<file path="src/rtl/cprb_pkg.sv">
// Notes on behaviour
// - armed clock-hold stops execution, enters clock mode
// - clock-hold works only right after arming
// - armed ram-backup enters backup state, held until wake
// - unarmed ram-backup is a no-operation, pc advances
// - rotate right: carry into bit3, bit0 to carry
// - bit clear zeroes one addressed nibble bit
package cprb_pkg;

  // ==========================================================
  // widths
  localparam int INSTR_W = 10;           // instruction word width
  localparam int ACC_W   = 4;            // accumulator / ram nibble width
  localparam int DP_W    = 7;            // data pointer width

  // ==========================================================
  // instruction codes
  localparam logic [9:0] OP_NOP        = 10'h000; // no-operation
  localparam logic [9:0] OP_CLOCK_HOLD = 10'h002; // clock_hold_instruction
  localparam logic [9:0] OP_RAM_BACKUP = 10'h008; // ram_backup_instruction
  localparam logic [9:0] OP_ARM        = 10'h05b; // power_down_arm_instruction
  localparam logic [9:0] OP_ROTATE     = 10'h01d; // rotate_right_through_carry
  localparam logic [9:0] OP_CARRY_CLR  = 10'h006; // carry_clear
  localparam logic [9:0] OP_PORTC_CLR  = 10'h28c; // output_port_c_clear
  localparam logic [9:0] OP_BIT_CLR    = 10'h04c; // memory_bit_clear, low 2 bits = bit
  localparam logic [9:0] BIT_CLR_MASK  = 10'h3fc; // compare mask for bit clear
  localparam int         BIT_SEL_LSB   = 0;       // bit select field position

  // ==========================================================
  // reset values
  localparam logic [3:0] ACC_RST   = 4'h0;
  localparam logic       CARRY_RST = 1'b0;
  localparam logic       PORTC_RST = 1'b1; // latch starts high so a clear is seen

  // power state of the system
  typedef enum logic [1:0] {
    PWR_RUN,
    PWR_CLOCK_HOLD,
    PWR_RAM_BACKUP
  } cprb_pwr_e;

  // load from the rest of the core
  typedef struct packed {
    logic             acc_we;
    logic [ACC_W-1:0] acc;
    logic             carry_we;
    logic             carry;
  } cprb_load_s;

  // ram write toward the data memory
  typedef struct packed {
    logic             we;
    logic [DP_W-1:0]  addr;
    logic [ACC_W-1:0] data;
  } cprb_ramwr_s;

endpackage

</file>
<file path="src/rtl/cprb_core.sv">
`timescale 1ns/1ps
module cprb_core (
  input  wire logic                           clk,
  input  wire logic                           srst,
  input  wire logic                           instr_valid,  // instruction to execute
  input  wire logic [cprb_pkg::INSTR_W-1:0]   instr,        // instruction word
  output logic                                instr_ready,  // high while running
  input  wire logic [cprb_pkg::DP_W-1:0]      data_pointer, // nibble address
  input  wire logic [cprb_pkg::ACC_W-1:0]     ram_rdata,    // M(data_pointer)
  input  wire cprb_pkg::cprb_load_s           load,         // core writes acc / carry
  input  wire logic                           wake,         // power control resumes run
  output logic [cprb_pkg::ACC_W-1:0]          acc,          // accumulator
  output logic                                carry_flag,   // carry flag
  output logic                                port_c,       // output port c latch
  output cprb_pkg::cprb_ramwr_s               ram_wr,       // registered ram write
  output logic                                pc_inc,       // advance pc, one cycle
  output cprb_pkg::cprb_pwr_e                 pwr_state     // power state
);

  // ==========================================================
  // overview
  // one instruction is taken per clock while the power state is run;
  // every result below lands one edge after the instruction is taken.
  // the power-down pair is guarded by a one-instruction arm window so
  // that a stray power-down word cannot stop the core by accident.
  // core loads of acc lose to a rotate, loads of carry to a rotate or carry clear in the same cycle.

  // ==========================================================
  // decode
  logic        exec;       // an instruction is taken this cycle
  logic        armed;      // previous executed instruction was the arm
  logic        is_hold;    // clock_hold_instruction
  logic        is_backup;  // ram_backup_instruction
  logic        is_arm;     // power_down_arm_instruction
  logic        is_rotate;  // rotate_right_through_carry
  logic        is_cclr;    // carry_clear
  logic        is_pclr;    // output_port_c_clear
  logic        is_bclr;    // memory_bit_clear
  logic [1:0]  bit_sel;    // bit chosen by the immediate field
  logic [3:0]  clr_mask;   // one-hot bit to clear

  // execution halts outside run; the core must hold the instruction meanwhile
  assign instr_ready = (pwr_state == cprb_pkg::PWR_RUN);
  assign exec        = instr_valid && instr_ready;
  assign is_hold     = exec && (instr == cprb_pkg::OP_CLOCK_HOLD);
  assign is_backup   = exec && (instr == cprb_pkg::OP_RAM_BACKUP);
  assign is_arm      = exec && (instr == cprb_pkg::OP_ARM);
  assign is_rotate   = exec && (instr == cprb_pkg::OP_ROTATE);
  assign is_cclr     = exec && (instr == cprb_pkg::OP_CARRY_CLR);
  assign is_pclr     = exec && (instr == cprb_pkg::OP_PORTC_CLR);
  assign is_bclr     = exec && ((instr & cprb_pkg::BIT_CLR_MASK) == cprb_pkg::OP_BIT_CLR);
  // the bit select is cut from every word; it is only used under is_bclr,
  // so decoding it unconditionally costs nothing
  assign bit_sel     = instr[cprb_pkg::BIT_SEL_LSB +: 2];
  assign clr_mask    = 4'h1 << bit_sel;

  // ==========================================================
  // arming: lasts only to the next executed instruction
  // stall cycles leave the arm alone, only a taken instruction moves it
  always_ff @(posedge clk) begin
    if (srst) begin
      armed <= 1'b0;
    end else if (exec) begin
      // any other instruction between arm and power-down disarms
      armed <= is_arm;
    end
  end

  // ==========================================================
  // power state
  // both power-down states hold until the power control raises wake
  always_ff @(posedge clk) begin
    if (srst) begin
      pwr_state <= cprb_pkg::PWR_RUN;
    end else if (pwr_state != cprb_pkg::PWR_RUN) begin
      // only the power control brings the core back
      if (wake) begin
        pwr_state <= cprb_pkg::PWR_RUN;
      end
    end else if (is_hold && armed) begin
      pwr_state <= cprb_pkg::PWR_CLOCK_HOLD;
    end else if (is_backup && armed) begin
      pwr_state <= cprb_pkg::PWR_RAM_BACKUP;
    end
  end

  // ==========================================================
  // program counter advance, every taken instruction is one word
  // registered so the fetch side sees one clean pulse per word
  always_ff @(posedge clk) begin
    if (srst) begin
      pc_inc <= 1'b0;
    end else begin
      // an unarmed ram-backup still advances as a no-operation
      pc_inc <= exec;
    end
  end

  // ==========================================================
  // accumulator
  // rotate has priority; a load in the same cycle would break the shift
  always_ff @(posedge clk) begin
    if (srst) begin
      acc <= cprb_pkg::ACC_RST;
    end else if (is_rotate) begin
      acc <= {carry_flag, acc[3:1]};
    end else if (load.acc_we) begin
      // instructions here win over a core load in the same cycle
      acc <= load.acc;
    end
  end

  // ==========================================================
  // carry flag
  // rotate and carry clear both outrank a core load of the carry
  always_ff @(posedge clk) begin
    if (srst) begin
      carry_flag <= cprb_pkg::CARRY_RST;
    end else if (is_rotate) begin
      carry_flag <= acc[0];
    end else if (is_cclr) begin
      carry_flag <= 1'b0;
    end else if (load.carry_we) begin
      carry_flag <= load.carry;
    end
  end

  // ==========================================================
  // port c latch
  // reset leaves the latch high so that a clear shows on the pin
  always_ff @(posedge clk) begin
    if (srst) begin
      port_c <= cprb_pkg::PORTC_RST;
    end else if (is_pclr) begin
      port_c <= 1'b0;
    end
  end

  // ==========================================================
  // ram bit clear as read-modify-write of the addressed nibble
  // limitation: ram_rdata must be valid in the cycle the word is taken
  always_ff @(posedge clk) begin
    if (srst) begin
      ram_wr <= '0;
    end else begin
      ram_wr.we <= is_bclr;
      if (is_bclr) begin
        // other bits pass through unchanged from the read data
        ram_wr.addr <= data_pointer;
        ram_wr.data <= ram_rdata & ~clr_mask;
      end
    end
  end

  // ==========================================================
  // checks
  // every check is clocked on clk and idle during reset; each one looks
  // one edge after its trigger cycle, where the result first stands
  a_hold_needs_arm: assert property (@(posedge clk) disable iff (srst)
    (pwr_state == cprb_pkg::PWR_RUN) ##1 (pwr_state == cprb_pkg::PWR_CLOCK_HOLD)
    |-> $past(armed) && $past(instr == cprb_pkg::OP_CLOCK_HOLD) && $past(instr_valid))
    else $error("clock hold entered without arming");

  a_hold_entry: assert property (@(posedge clk) disable iff (srst)
    is_hold && armed |=> (pwr_state == cprb_pkg::PWR_CLOCK_HOLD) && !instr_ready)
    else $error("armed clock hold did not stop execution");

  a_backup_entry: assert property (@(posedge clk) disable iff (srst)
    is_backup && armed |=> (pwr_state == cprb_pkg::PWR_RAM_BACKUP) && pc_inc)
    else $error("armed ram backup not entered");

  a_backup_nop: assert property (@(posedge clk) disable iff (srst)
    is_backup && !armed |=> (pwr_state == cprb_pkg::PWR_RUN) && pc_inc
      && $stable(acc) && $stable(port_c))
    else $error("unarmed ram backup was not a no-op");

  a_rotate_value: assert property (@(posedge clk) disable iff (srst)
    is_rotate |=> (acc == {$past(carry_flag), $past(acc[3:1])}) && (carry_flag == $past(acc[0])))
    else $error("rotate through carry wrong");

  a_bit_clear: assert property (@(posedge clk) disable iff (srst)
    is_bclr |=> ram_wr.we && (ram_wr.addr == $past(data_pointer))
      && (ram_wr.data == ($past(ram_rdata) & ~(4'h1 << $past(instr[1:0]))))
      && $stable(carry_flag))
    else $error("bit clear wrote wrong nibble");

  a_carry_clear: assert property (@(posedge clk) disable iff (srst)
    is_cclr |=> !carry_flag && pc_inc)
    else $error("carry clear failed");

  // port clear drops the latch and still counts as one word
  a_port_clear: assert property (@(posedge clk) disable iff (srst)
    is_pclr |=> !port_c && pc_inc)
    else $error("port c clear failed");

  // an unarmed clock hold must leave the core running as a no-operation
  a_hold_unarmed: assert property (@(posedge clk) disable iff (srst)
    is_hold && !armed |=> (pwr_state == cprb_pkg::PWR_RUN) && pc_inc)
    else $error("unarmed clock hold changed power state");

  // while halted nothing may execute, even with a word on offer
  a_hold_no_exec: assert property (@(posedge clk) disable iff (srst)
    !instr_ready |=> !pc_inc && !ram_wr.we)
    else $error("instruction executed outside run");

  // the ram write strobe is a single pulse owned by a bit clear
  a_bit_clear_pulse: assert property (@(posedge clk) disable iff (srst)
    !is_bclr |=> !ram_wr.we)
    else $error("ram write without bit clear");

  // both power-down states resume run one edge after wake
  a_wake_resume: assert property (@(posedge clk) disable iff (srst)
    (pwr_state != cprb_pkg::PWR_RUN) && wake |=> (pwr_state == cprb_pkg::PWR_RUN))
    else $error("wake did not resume run");

  // main scenarios seen by the bench

  c_arm_hold: cover property (@(posedge clk) disable iff (srst)
    is_arm ##1 is_hold ##1 (pwr_state == cprb_pkg::PWR_CLOCK_HOLD));
  c_arm_backup: cover property (@(posedge clk) disable iff (srst)
    is_arm ##1 is_backup ##1 (pwr_state == cprb_pkg::PWR_RAM_BACKUP));
  c_rotate_twice: cover property (@(posedge clk) disable iff (srst)
    is_rotate ##1 is_rotate);
  c_bit_clear: cover property (@(posedge clk) disable iff (srst)
    is_bclr && (bit_sel == 2'h3));
  c_stall_offer: cover property (@(posedge clk) disable iff (srst)
    instr_valid && !instr_ready);

endmodule

</file>
<file path="config.mk">
export PLATFORM = sky130hd
export DESIGN_NAME = cprb_core
export DESIGN_NICKNAME = d
export VERILOG_FILES = /design/src/rtl/cprb_pkg.sv /design/src/rtl/cprb_core.sv
export SDC_FILE = /design/constraint.sdc
export NUM_CORES = 1
export LEC_CHECK = 0
export ABC_AREA = 1
export BUFFER_PORTS_ARGS = -buffer_cell sky130_fd_sc_hd__buf_4
export CAP_MARGIN = 20
export CORE_MARGIN = 10
export CORE_UTILIZATION = 44
export DETAILED_ROUTE_END_ITERATION = 10
export GPL_ROUTABILITY_DRIVEN = 0
export PLACE_DENSITY = 0.77
export SLEW_MARGIN = 0
export SYNTH_ARGS = -nofsm -noshare
export SYNTH_HDL_FRONTEND = slang
export SYNTH_SLANG_ARGS = --single-unit
</file>
<file path="constraint.sdc">
create_clock -name clk -period 1.35 [get_ports clk]
set_input_delay 0.405 -clock clk [delete_from_list [all_inputs] [get_ports clk]]
set_output_delay 0.405 -clock clk [all_outputs]
set_load 0.02 [all_outputs]
</file>
## Yosys cells after proc, flatten, opt, wreduce, memory -nomap -nowiden

Cells that the tools add are included.

- Eq/ne operators: 8
- Shifts and indexed selects: 1
- Mux-type cells: 9
- Bitwise logic cells: 2
- Reductions and logical operators: 16

Operator list:

| cell | count |
|---|---|
| == test 10 bit, second input constant | 1 |
| == test 10 x 2 -> 1 bit, second input constant | 1 |
| == test 10 x 3 -> 1 bit, second input constant | 1 |
| == test 10 x 4 -> 1 bit, second input constant | 1 |
| == test 10 x 5 -> 1 bit, second input constant | 1 |
| == test 10 x 7 -> 1 bit, second input constant | 1 |
| logical AND 1 bit | 10 |
| == test 8 x 5 -> 1 bit, second input constant | 1 |
| 2-to-1 mux 2 bit | 4 |
| 2-to-1 mux 4 bit | 2 |
| nonzero test 3 bit | 2 |
| AND 4 bit | 1 |
| inverter 4 bit | 1 |
| nonzero test 2 bit | 2 |
| left shift 1 x 2 -> 4 bit, first input constant | 1 |
| 2-to-1 mux 1 bit | 3 |
| logical NOT 2 bit | 1 |
| inequality test 2 bit, second input constant | 1 |
| AND reduction 2 bit | 1 |

- Register bits after elaboration: 22
- Input port bits: 32
- Output and inout bits: 22
- Word-level logic and storage cells: 45

## Logic depth before layout (Yosys ltp)

Gate-level depths: netlist (run 1).

- Depth after elaboration: 7
- Mapped depth: 8
- Gate-level depth less buffers: 8

## Worst setup path before layout (run 1)

No wires, ideal clock.

- Path type: reg2reg
- Start: register pwr_state[0]
- End: register ram_wr[10] (netlist bit)
- Library setup time: 0.113 ns
- Data arrival time: 1.301 ns
- Data required time: 1.237 ns
- Slack: -0.064 ns
- Cell stages (with the launch flop): 8
- Path buffers: 1
- Period minus slack after synthesis: 1.414 ns
- Cell sequence: dfxtp_1 > nor2_4 > nand2_2 > nor2_4 > nand2_1 > buf_2 > o21ai_1 > nor2_1

- Word-level cells in the longest chain between the ends: 3

RTL lines:

| element | line | source |
|---|---|---|
| start: declaration | cprb_core.sv:17 | `output cprb_pkg::cprb_pwr_e pwr_state` |
| start signal: assignment | cprb_core.sv:74 | `pwr_state <= cprb_pkg::PWR_RUN;` |
| start signal: assignment | cprb_core.sv:78 | `pwr_state <= cprb_pkg::PWR_RUN;` |
| start signal: assignment | cprb_core.sv:81 | `pwr_state <= cprb_pkg::PWR_CLOCK_HOLD;` |
| logical NOT 2 bit | cprb_core.sv:43 | `assign instr_ready = (pwr_state == cprb_pkg::PWR_RUN);` |
| named net instr_ready | cprb_core.sv:7 | `output logic instr_ready,` |
| logical AND 1 bit | cprb_core.sv:44 | `assign exec = instr_valid && instr_ready;` |
| logical AND 1 bit | cprb_core.sv:51 | `assign is_bclr = exec && ((instr & cprb_pkg::BIT_CLR_MASK) == cprb_pkg::OP_BIT_CLR);` |
| end: declaration | cprb_core.sv:15 | `output cprb_pkg::cprb_ramwr_s ram_wr,` |

The timed path passes the listed nets, and every way through them passes these cells.
A chain may end at the register's enable or synchronous reset.

## Final worst setup path (run 1)

- Start: register pwr_state[0]
- End: register ram_wr[6] (netlist bit)

- Word-level cells in the longest chain between the ends: 3

RTL lines:

| element | line |
|---|---|
| logical NOT 2 bit | cprb_core.sv:43 |
| logical AND 1 bit | cprb_core.sv:44 |
| logical AND 1 bit | cprb_core.sv:51 |

No other way between the ends.

==> results.md, run 1 <==
- The number of antenna diodes in the final layout is 0.
- The leakage power of the design is 0.881 nW.
- The via count is 1321.
- The leading register cell type out of synthesis is sky130_fd_sc_hd__dfxtp_1.
- The core outline area is 0.00225 mm².
- The net count of the mapped netlist is 192.
- Of the post-synthesis cell area, the dominant cell type holds 0.416.
- The HPWL reported at the end of detailed placement is 2650 µm.
- The filler cells instantiated in the layout total 161.
- The die covers 0.00477 mm².
- For this run the aggregate overflow at the end of global routing stands at 0.
- For this configuration, the core starts out at a cell density of 0.469.
- The synthesized area per cell is 6.62 µm².
- The floorplan die width is 69.1 µm.
- The slew of the pin with the lowest slew margin is 0.357 ns.
- The number of max-slew violations in the final report is 0.
- The synthesized design spends more area on one cell type than any other, namely sky130_fd_sc_hd__dfxtp_1.
- The total instance count after detailed placement is 247.
- Derived from the worst setup path, the maximum achievable clock frequency is 712 MHz.
- The number of levels in the clock H-tree is 1.
- Relative to the synthesized area, the layout overhead comes to 64.4%.
- The worst-case headroom to the max-slew limit is 0.762.
- In this run the power density over the cells is 867 mW/mm².
- Once layout is complete, the cells apart from fillers number 259.
- The minimum period implied by the final worst setup slack is 1.41 ns.
- The clock passes through at most 2 buffers.
- The root cell of the clock tree is sky130_fd_sc_hd__clkbuf_4.
- The post-layout net count is 264.
- The slack of the critical path is -0.0550 ns.
- The portion of the post-synthesis area used by sequential elements is 0.416.
- For this run, the total global-route usage over all layers was measured as 0.126.
- The number of hold violations in the final report is 0.
- The count of mapped cells out of synthesis is 160.
- The flow ran to the end, but the final reports show violations.
- Clock tree synthesis inserted a total of 3 buffers.
- Setup violations remaining at the end of the flow were counted as 7.
- The ratio of cells with drive above 1 in the final layout is 0.394.
- The wire length of the first global-routing pass is 5260 µm.
- For this block, the routed nets add up to 3680 µm of wire.
- The largest net degree at the start of global routing is 19.
- The average wire per cell in the routed design is 14.2 µm.
- The most repeated cell in the gate-level netlist after synthesis is sky130_fd_sc_hd__nor2_1.
- The part of the cycle the worst path needs is 1.04.
- The detail-routed via count per cell is 5.10.
- The maximum ir drop on the vdd rail is 0.528 mV.
- After floorplanning, the core was divided into 17 placement rows.
- For this design, the CTS-stage hold fixing added 0 buffers.
- The setup slack after placement is -0.155 ns.
- The max-cap violation count is 0.
- By startpoint and endpoint, the worst setup path is classified as reg2reg.
- The tree built by TritonCTS fans out to 22 sinks.
- Yosys attributes the largest share of cell area to sky130_fd_sc_hd__dfxtp_1 (42%), sky130_fd_sc_hd__nor2_1 (12%), sky130_fd_sc_hd__nand2_1 (9.2%).
- Setup repair after global routing could not meet its margin everywhere.
- The via count of the first global-routing pass is 1197.
- The synthesized netlist occupies a cell area of 0.00106 mm².
- Pin placement for this block handled 54 I/O pins.
- The nature of the critical path endpoint is a register.
- The synthesized design contains 0 enable-type register cells.
- The commonest cells after synthesis are sky130_fd_sc_hd__nor2_1 (35), sky130_fd_sc_hd__nand2_1 (26), sky130_fd_sc_hd__dfxtp_1 (22).
- The synthesized flop and latch total is 22.
- The initial antenna violation count is 0.
- After detailed routing, the number of remaining DRC violations is 0.
- After synthesis, the share of flip-flops with an asynchronous set or reset is 0.
- The number of library cell types mapped by synthesis is 17.
- The detailed-routing iteration count for the pre-antenna-repair pass is 4.
- The count of routing violations after the opening detailed-route iteration is 83.
- The worst clock skew is 0.00713 ns.
- The antenna violation net count after detailed routing is 0.
- The kind of start point of the critical path is a register.
- After clock tree synthesis, the clock-pin slew on the worst setup and hold paths is 0.13 ns.
- The count of buffers added on input and output ports is 53.
- The insertion delay to the later sink of the worst-skew pair is 0.31 ns.
- The worst hold-check path type is in2reg.
- The top fanout value on the critical path is 5.
- The design draws 1.51 mW.
- TritonCTS built the clock tree.
- The height of the die is 69.1 µm.
- The Yosys warning count is 0.
- The final reports fail on negative setup slack.
- The required arrival time at the worst endpoint is 1.55 ns.
- The data arrival time at the worst-slack endpoint is 1.61 ns.
==> flip-flops by register name, indices dropped and copies added (netlist names) <==
register    cells
acc             4
armed           1
carry_flag      1
pc_inc          1
port_c          1
pwr_state       2
ram_wr         12
==> metrics by stage <==
stage	TNS (ns)	area, µm²	utilization	hold slack (ns)
after floorplan	0	1070	-	0.451
after global placement	-0.656	1550	0.688	0.449
after detailed placement	-1.38	1550	0.688	0.463
after CTS	-0.0512	1640	0.729	0.279
after global routing	-0.901	1740	0.772	0.268
final	-0.175	1740	0.772	0.285
==> placed cells by master (no fill, tap or decap) <==
| cell type | instances |
|---|---|
| sky130_fd_sc_hd__nor2_8 | 1 |
| sky130_fd_sc_hd__o21ai_0 | 8 |
| sky130_fd_sc_hd__nor2_4 | 3 |
| sky130_fd_sc_hd__inv_1 | 20 |
| sky130_fd_sc_hd__clkbuf_4 | 3 |
| sky130_fd_sc_hd__dfxtp_2 | 2 |
| sky130_fd_sc_hd__inv_2 | 2 |
| sky130_fd_sc_hd__nand3_1 | 10 |
| sky130_fd_sc_hd__dfxtp_1 | 20 |
| sky130_fd_sc_hd__nand2_4 | 3 |
| sky130_fd_sc_hd__nor2_1 | 35 |
| sky130_fd_sc_hd__nand2_1 | 25 |
| sky130_fd_sc_hd__o21ai_2 | 6 |
| sky130_fd_sc_hd__inv_6 | 1 |
| sky130_fd_sc_hd__o21ai_1 | 10 |
| sky130_fd_sc_hd__nor3_1 | 3 |
| sky130_fd_sc_hd__nand3_2 | 1 |
| sky130_fd_sc_hd__nand4_1 | 2 |
| sky130_fd_sc_hd__buf_4 | 60 |
| sky130_fd_sc_hd__a21oi_1 | 7 |
| sky130_fd_sc_hd__buf_6 | 8 |
| sky130_fd_sc_hd__bufinv_16 | 1 |
==> timing repair <==
item,4_1_cts,5_1_grt
setup buffers,4,3
pin swaps,1,3
setup endpoints to repair,1,20
resized for setup,3,18
cloned,0,1
==> routing by layer <==
layer	wire, µm	global-route usage	part of all wire	vias to the layer above
met5	0	0	0	-
met4	40	0.0532	0.011	0
met3	246	0.0371	0.067	6
met2	1910	0.218	0.52	62
met1	1480	0.138	0.40	602
li1	-	-	-	651
==> layout make-up <==
class | count | area, µm² | share of cell area
flip-flops and latches | 22 | 443 | 0.254
multi-input cells | 114 | 578 | 0.332
clock inverters | 1 | 30.0 | 0.0173
well taps | 28 | 35.0 | 0.0201
clock buffers | 3 | 22.5 | 0.0129
inverters | 23 | 91.3 | 0.0525
repair buffers | 68 | 541 | 0.311
==> worst max-delay path: stages, from the launching register on <==
cell	delay, ns
sky130_fd_sc_hd__dfxtp_2	0.36
sky130_fd_sc_hd__nor2_4	0.12
sky130_fd_sc_hd__buf_4	0.13
sky130_fd_sc_hd__nand2_4	0.06
sky130_fd_sc_hd__nor2_4	0.19
sky130_fd_sc_hd__nand2_4	0.11
sky130_fd_sc_hd__buf_6	0.15
sky130_fd_sc_hd__o21ai_2	0.12
sky130_fd_sc_hd__nor2_1	0.07
==> cell families (layout without fill, tap and decap cells) <==
| family | after synthesis | after routing | share of synthesized area |
|---|---|---|---|
| AO/OA/AOI/OAI | 31 | 31 | 0.147 |
| buffers and inverters | 25 | 95 | 0.0910 |
| AND/OR/NAND/NOR | 82 | 83 | 0.346 |
| flip-flops | 22 | 22 | 0.416 |
==> path summary, 6_finish.rpt <==
| kind | start | end | slack [ns] | cells after the start |
|---|---|---|---|---|
| hold reg to reg | acc[1] | acc[0] | 0.48 | 2 |
| setup reg to reg | pwr_state[0] | ram_wr[6] | -0.06 | 8 |
| hold / removal | srst | armed | 0.28 | 2 |
| setup / recovery | pwr_state[0] | ram_wr[6] | -0.06 | 8 |
==> power by group <==
| group | switching [mW] | internal [mW] |
|---|---|---|
| Combinational | 0.164 | 0.165 |
| Sequential | 0.0105 | 0.667 |
| Clock | 0.203 | 0.300 |
No activity file was read; power rests on OpenSTA's default activity.
==> inputs of run 2 (changes only) <==
--- a/config.mk
+++ b/config.mk
@@ -9,10 +9,12 @@
 export BUFFER_PORTS_ARGS = -buffer_cell sky130_fd_sc_hd__buf_4
 export CAP_MARGIN = 20
 export CORE_MARGIN = 10
-export CORE_UTILIZATION = 44
+export CORE_UTILIZATION = 46
+export CTS_BUF_LIST = sky130_fd_sc_hd__clkbuf_4 sky130_fd_sc_hd__clkbuf_8
 export DETAILED_ROUTE_END_ITERATION = 10
 export GPL_ROUTABILITY_DRIVEN = 0
-export PLACE_DENSITY = 0.77
+export PLACE_DENSITY = 0.8
+export SKIP_CTS_REPAIR_TIMING = 1
 export SLEW_MARGIN = 0
 export SYNTH_ARGS = -nofsm -noshare
 export SYNTH_HDL_FRONTEND = slang
==> constraint.sdc (replaced) <==
create_clock -name clk -period 1.35 [get_ports clk]
set_input_delay 0.0675 -clock clk [delete_from_list [all_inputs] [get_ports clk]]
set_output_delay 0.0675 -clock clk [all_outputs]
set_load 0.02 [all_outputs]
==> results.md, run 2 (synthesis gave the netlist of run 1 again) <==
- The run finished with clean final reports.
- The required arrival time at the worst endpoint was 1.55 ns (about the same).
- The leakage power of the design was 0.776 nW (-12%).
- The maximum ir drop on the vdd rail was 0.667 mV (+26%).
- The number of standard-cell rows in the floorplan is 17 (unchanged).
- The sequential cell fraction of total power came to 0.551 (+0.102).
- The core outline area is 0.00221 mm² (-1.9%).
- The floorplan die width is 68.0 µm (-1.6%).
- The total grt overflow was 0 (unchanged).
- The wire length of the first global-routing pass is 4590 µm (-13%).
- The clock sink count is 22 (unchanged).
- The via count is 1199 (-9.2%).
- The library cell used most frequently in the layout, excluding fill and tap cells, is sky130_fd_sc_hd__buf_4.
- The average wire per cell in the routed design is 12.3 µm (-13%).
- The root cell of the clock tree is sky130_fd_sc_hd__clkbuf_4.
- The depth of the most critical reg-to-reg path was 7 (-1).
- The largest register by flop count is ram_wr.
- The CTS buffer count is 3 (unchanged).
- The critical path ends at ram_wr[6].
- The flip-flop count of the largest register, all copies and words added is 12 (unchanged).
- The worst-case headroom to the max-slew limit is 0.816 (+0.0540).
- The number of hold violations in the final report came to 0 (unchanged).
- The combinational power share came to 0.224 (+0.006).
- The detailed-routing iteration count for the pre-antenna-repair pass is 4 (unchanged).
- The data arrival time at the worst-slack endpoint is 1.46 ns (-0.15 ns).
- The detail-routed via count per cell is 4.85 (-4.8%).
- The beginning of the critical path is pwr_state[1].
- The HPWL reported at the end of detailed placement came to 2570 µm (-3.1%).
- The startpoint identified for the worst register-to-register timing path is pwr_state[1].
- The count of final setup violators is 0 (-7).
- The count of input and output buffers is 53 (unchanged).
- The total routing usage reported by global routing is 0.124 (-0.00173).
- The boundary pin count is 54 (unchanged).
- The internal power contribution was 0.903 mW (-20%).
- The largest net degree at the start of global routing is 19 (unchanged).
- The net switching fraction of the power came to 0.266 (+0.0159).
- The max-cap violation count came to 0 (unchanged).
- The post-layout net count came to 253 (-4.2%).
- The maximum achievable frequency is 793 MHz (+11%).
- The accumulated negative setup slack is 0 ns (+0.175 ns).
- The insertion delay to the later sink of the worst-skew pair is 0.29 ns (-0.02 ns).
- The starting density of the core came to 0.479 (+0.00903).
- The worst clock skew was 0.00360 ns (-0.00353 ns).
- Setup repair after global routing could not meet its margin everywhere.
- In the final layout, the registers with the most flip-flops are ram_wr x12, acc x4, pwr_state x2.
- The clock edge transition at the registers on the reported setup and hold paths is 0.11 ns (-0.02 ns).
- The total wire length is 3040 µm (-17%).
- The initial antenna violation count is 0 (unchanged).
- The slew of the pin with the lowest slew margin is 0.276 ns (-0.0809 ns).
- The endpoint of the most critical register-to-register path is ram_wr[6].
- The antenna diode count is 0 (unchanged).
- The height of the die is 68.0 µm (-1.6%).
- In the layout the commonest cells are sky130_fd_sc_hd__buf_4 (55), sky130_fd_sc_hd__nor2_1 (35), sky130_fd_sc_hd__nand2_1 (25).
- The post-route DRC violation count is 0 (unchanged).
- The total instance count after detailed placement came to 241 (-2.4%).
- TritonCTS built the clock tree.
- The ratio of cells with drive above 1 in the final layout is 0.315 (-0.0789).
- STA classifies the critical path startpoint as a register.
- The number of max-slew violations in the final report is 0 (unchanged).
- The top fanout value on the critical path is 7 (+2).
- The switching power summed over all nets is 0.327 mW (-13%).
- The clock share of power is 0.226 (-0.107).
- The antenna violation net count after detailed routing is 0 (unchanged).
- The number of levels in the clock H-tree is 1 (unchanged).
- The maximum number of buffers from clock root to sink is 2 (unchanged).
- The part of the cycle the worst path needs came to 0.934 (-0.107).
- The via count of the first global-routing pass came to 1083 (-9.5%).
- The worst hold-check path type is in2reg.
- The area of the die came to 0.00462 mm² (-3.1%).
- The number of stages on the worst hold path was 3 (+1).
- The worst-case register-to-register setup slack is 0.09 ns (+0.14 ns).
- The minimum period implied by the final worst setup slack was 1.26 ns (-0.144 ns).
- The count of non-filler cells in the finished layout came to 247 (-4.6%).
- The post-synthesis to final-layout area growth is 47.4%.
- The power per unit of standard cell area is 789 mW/mm² (-9.1%).
- The count of routing violations after the opening detailed-route iteration is 60 (-28%).
- The worst setup path is of the reg2reg kind.
- STA classifies the critical path endpoint as a register.
-- run 2: cell types whose count changed in the layout (fill, tap and decap cells not counted), sizes merged --
cell,delta
dlygate4sd3,+3
inv,-1
buf,-13
nor2,-1
clkinv,+1
bufinv,-1
-- run 2: power by group through the flow --
stage,clock network [mW],logic [mW],registers (mW)
after floorplan,0,0.105,0.712
after global placement,0,0.262,0.691
after detailed placement,0,0.266,0.693
after CTS,0.286,0.268,0.678
after global routing,0.308,0.301,0.680
final,0.278,0.275,0.678
-- run 2: cell type report --
type | instances | area (µm²)
sequential | 22 | 443
multi-input combinational | 113 | 529
timing repair buffer | 58 | 443
inverter | 23 | 87.6
tap | 28 | 35.0
fill | 188 | 652
clock buffer | 3 | 22.5
-- run 2: per-layer routing --
| layer | up-vias | routed length (µm) | track usage |
|---|---|---|---|
| li1 | 631 | - | - |
| met1 | 516 | 1320 | 0.145 |
| met2 | 48 | 1430 | 0.208 |
| met3 | 4 | 235 | 0.0310 |
| met4 | 0 | 49 | 0.0553 |
| met5 | - | 0 | 0 |
-- run 2: how the worst min path moves through the flow --
stage | from | slack [ns] | endpoint
2_1_floorplan | srst | 0.14 | armed
3_3_place_gp | srst | 0.27 | armed
3_5_place_dp | srst | 0.27 | armed
4_1_cts | srst | -0.05 | armed
5_1_grt | data_pointer[2] | 0.006 | ram_wr[6]
6_report | data_pointer[6] | 0.008 | ram_wr[10]
-- run 2: metrics by stage --
step / power [mW] / util / worst slack, ns / cell area (µm²) / hold slack [ns]
2_1_floorplan: 0.817 / - / 0.00857 / 1070 / 0.137
3_3_place_gp: 0.953 / 0.680 / 0.0986 / 1510 / 0.274
3_5_place_dp: 0.959 / 0.680 / 0.0549 / 1510 / 0.273
4_1_cts: 1.23 / 0.691 / 0.0259 / 1530 / -0.0510
5_1_grt: 1.29 / 0.705 / 0.000506 / 1560 / 0.00574
6_report: 1.23 / 0.705 / 0.0892 / 1560 / 0.00750
-- run 2: worst max-delay path: stages (launching register included) --
cell,delay [ns]
sky130_fd_sc_hd__dfxtp_2,0.36
sky130_fd_sc_hd__nor2_4,0.13
sky130_fd_sc_hd__nand2_4,0.08
sky130_fd_sc_hd__nor2_4,0.13
sky130_fd_sc_hd__nand2_2,0.12
sky130_fd_sc_hd__buf_4,0.18
sky130_fd_sc_hd__o21ai_1,0.12
sky130_fd_sc_hd__nor2_1,0.05
==> inputs of run 3 (changes only) <==
--- a/config.mk
+++ b/config.mk
@@ -14,6 +14,7 @@
 export DETAILED_ROUTE_END_ITERATION = 10
 export GPL_ROUTABILITY_DRIVEN = 0
 export PLACE_DENSITY = 0.8
+export SETUP_SLACK_MARGIN = 0.1
 export SKIP_CTS_REPAIR_TIMING = 1
 export SLEW_MARGIN = 0
 export SYNTH_ARGS = -nofsm -noshare
==> results.md, run 3 (synthesis gave the netlist of run 1 again) <==
- The slew of the pin with the lowest slew margin was 0.362 ns (+0.0862 ns).
- The count of non-filler cells in the finished layout is 252 (+2.0%).
- The global routing stage identified its most utilized layer as met2.
- The total wire length is 3200 µm (+5.2%).
- The number of hold violations in the final report came to 0 (unchanged).
- The area of the die is 0.00462 mm² (unchanged).
- The height of the die is 68.0 µm (unchanged).
- The max-cap violation count was 0 (unchanged).
- The clock sink count is 22 (unchanged).
- The root cell of the clock tree is sky130_fd_sc_hd__clkbuf_4.
- The worst setup path is launched from a register.
- The ratio of cells with drive above 1 in the final layout is 0.366 (+0.0510).
- The floorplan die width is 68.0 µm (unchanged).
- The area of placed instances is 0.00150 mm² (-0.17%).
- The part of the cycle the worst path needs is 0.949 (+0.0151).
- The CTS buffer count came to 3 (unchanged).
- The number of levels in the clock H-tree is 1 (unchanged).
- The total grt overflow is 0 (unchanged).
- The worst-case register-to-register setup slack is 0.07 ns (-0.02 ns).
- The leakage power of the design came to 0.835 nW (+7.6%).
- The required arrival time at the worst endpoint came to 1.55 ns (about the same).
- The count of routing violations after the opening detailed-route iteration is 91 (+52%).
- The top cell types in the final layout, fill and taps aside, are sky130_fd_sc_hd__buf_4 (56), sky130_fd_sc_hd__nor2_1 (35), sky130_fd_sc_hd__nand2_1 (25).
- The finished layout cell area came to 0.00166 mm² (+6.7%).
- The largest register by flop count is ram_wr.
- The antenna violation net count after detailed routing is 0 (unchanged).
- The insertion delay to the later sink of the worst-skew pair is 0.29 ns (about the same).
- The wire length of the first global-routing pass is 4700 µm (+2.4%).
- The fraction of met1 tracks used by global routing is 0.144 (-0.00108).
- The post-synthesis to final-layout area growth is 57.2%.
- Setup repair after global routing could not meet its margin everywhere.
- The accumulated negative setup slack is 0 ns (unchanged).
- The number of buffers and inverters on the critical path was 1 (unchanged).
- The boundary pin count was 54 (unchanged).
- The setup slack after placement is 0.0167 ns (-0.0382 ns).
- The number of standard-cell rows in the floorplan is 17 (unchanged).
- The post-route DRC violation count is 0 (unchanged).
- The count of input and output buffers came to 53 (unchanged).
- The count of final setup violators is 0 (unchanged).
- The flip-flop count of the largest register, all copies and words added is 12 (unchanged).
- The starting density of the core is 0.479 (unchanged).
- The data arrival time at the worst-slack endpoint came to 1.48 ns (+0.02 ns).
- The post-layout net count came to 257 (+1.6%).
- The multi-input logic area is 577 µm² (+9.0%).
- The average wire per cell in the routed design is 12.7 µm (+3.1%).
- The core outline area is 0.00221 mm² (unchanged).
- The slack of the critical path is 0.0687 ns (-0.0204 ns).
- Among cell families on the critical path, the largest total delay comes from simple AND/OR/NAND/NOR gates.
- The initial antenna violation count is 0 (unchanged).
- The maximum achievable frequency is 780 MHz (-1.6%).
- The slowest stage of the critical path belongs to the cell sky130_fd_sc_hd__dfxtp_4.
- The final-layout fill cell count was 174 (-7.4%).
- The total instance count after detailed placement is 240 (-0.41%).
- The TritonCTS clock tree is built.
- The storage element area is 448 µm² (+1.1%).
- The global-route track usage on met3 was 0.0310 (unchanged).
- The top fanout value on the critical path was 7 (unchanged).
- By startpoint and endpoint, the worst setup path is classified as reg2reg.
- The largest registers in the layout are ram_wr x12, acc x4, pwr_state x2.
- The run finished with clean final reports.
- The library cell used most frequently in the layout, excluding fill and tap cells, is sky130_fd_sc_hd__buf_4.
- Walking the worst path, the cells encountered are nor2_4 > nand2_4 > nor2_4 > nand2_4 > buf_6 > o21ai_1 > nor2_1.
- The maximum ir drop on the vdd rail was 0.655 mV (-1.9%).
- The worst clock skew is 0.00249 ns (-0.00111 ns).
- The nature of the critical path endpoint is a register.
- The minimum period implied by the final worst setup slack is 1.28 ns (+0.0204 ns).
- The met2 track demand over resource is 0.220 (+0.0116).
- The worst-case headroom to the max-slew limit is 0.758 (-0.0575).
- The total routing usage reported by global routing came to 0.125 (+0.000621).
- The largest net degree at the start of global routing is 19 (unchanged).
- The via count is 1244 (+3.8%).
- The power per unit of standard cell area came to 792 mW/mm² (+0.41%).
- The clock edge transition at the registers on the reported setup and hold paths came to 0.12 ns (about the same).
- The HPWL reported at the end of detailed placement is 2550 µm (-0.93%).
- The total design power is 1.32 mW (+7.1%).
- The highest cell delay on the worst timing path is 0.38 ns (+0.02 ns).
- The via count of the first global-routing pass is 1119 (+3.3%).
- The number of max-slew violations in the final report was 0 (unchanged).
- The antenna diode count is 0 (unchanged).
- The worst hold-check path type is in2reg.
- The maximum number of buffers from clock root to sink came to 2 (unchanged).
- The detailed-routing iteration count for the pre-antenna-repair pass is 4 (unchanged).
- The detail-routed via count per cell is 4.94 (+1.7%).
run 3: changes by cell type in the layout (fill, tap and decap cells not counted), sizes merged:
| cell | delta |
|---|---|
| buf | +4 |
| clkbuf | +1 |
| clkinv | -1 |
| dlygate4sd3 | -1 |
| inv | +1 |
| nor2 | +1 |
run 3: metal layers:
metal  wire length [µm]  vias up
met5                  0        -
met4                 27        0
met3                249        2
met2               1560       44
met1               1360      560
li1                   -      638
run 3: metrics by stage:
step	hold WS, ns	util
after CTS	-0.0533	0.696
after global placement	0.273	0.679
after detailed placement	0.274	0.679
after floorplan	0.137	-
after global routing	0.0108	0.752
final	0.00229	0.752
run 3: worst paths after layout:
path	cells after the start	startpoint	end
max reg2reg	7	pwr_state[0]	ram_wr[8]
min	3	data_pointer[0]	ram_wr[4]
max	7	pwr_state[0]	ram_wr[8]
min reg2reg	2	acc[1]	acc[0]
run 3: worst min-delay path, stage by stage:
cell and delay [ns]:
sky130_fd_sc_hd__buf_4 0.08, sky130_fd_sc_hd__o21ai_1 0.06, sky130_fd_sc_hd__nor2_1 0.07
run 3: power breakdown:
part           leakage, nW  internal [mW]  switching, mW
logic                0.634          0.141          0.152
clock network       0.0210          0.164          0.184
registers            0.180          0.665         0.0113
run 3: layout make-up:
class / count / area share
inverters: 23 / 0.0564
well taps: 28 / 0.0211
clock buffers: 4 / 0.0218
repair buffers: 61 / 0.285
flip-flops and latches: 22 / 0.269
multi-input cells: 114 / 0.347
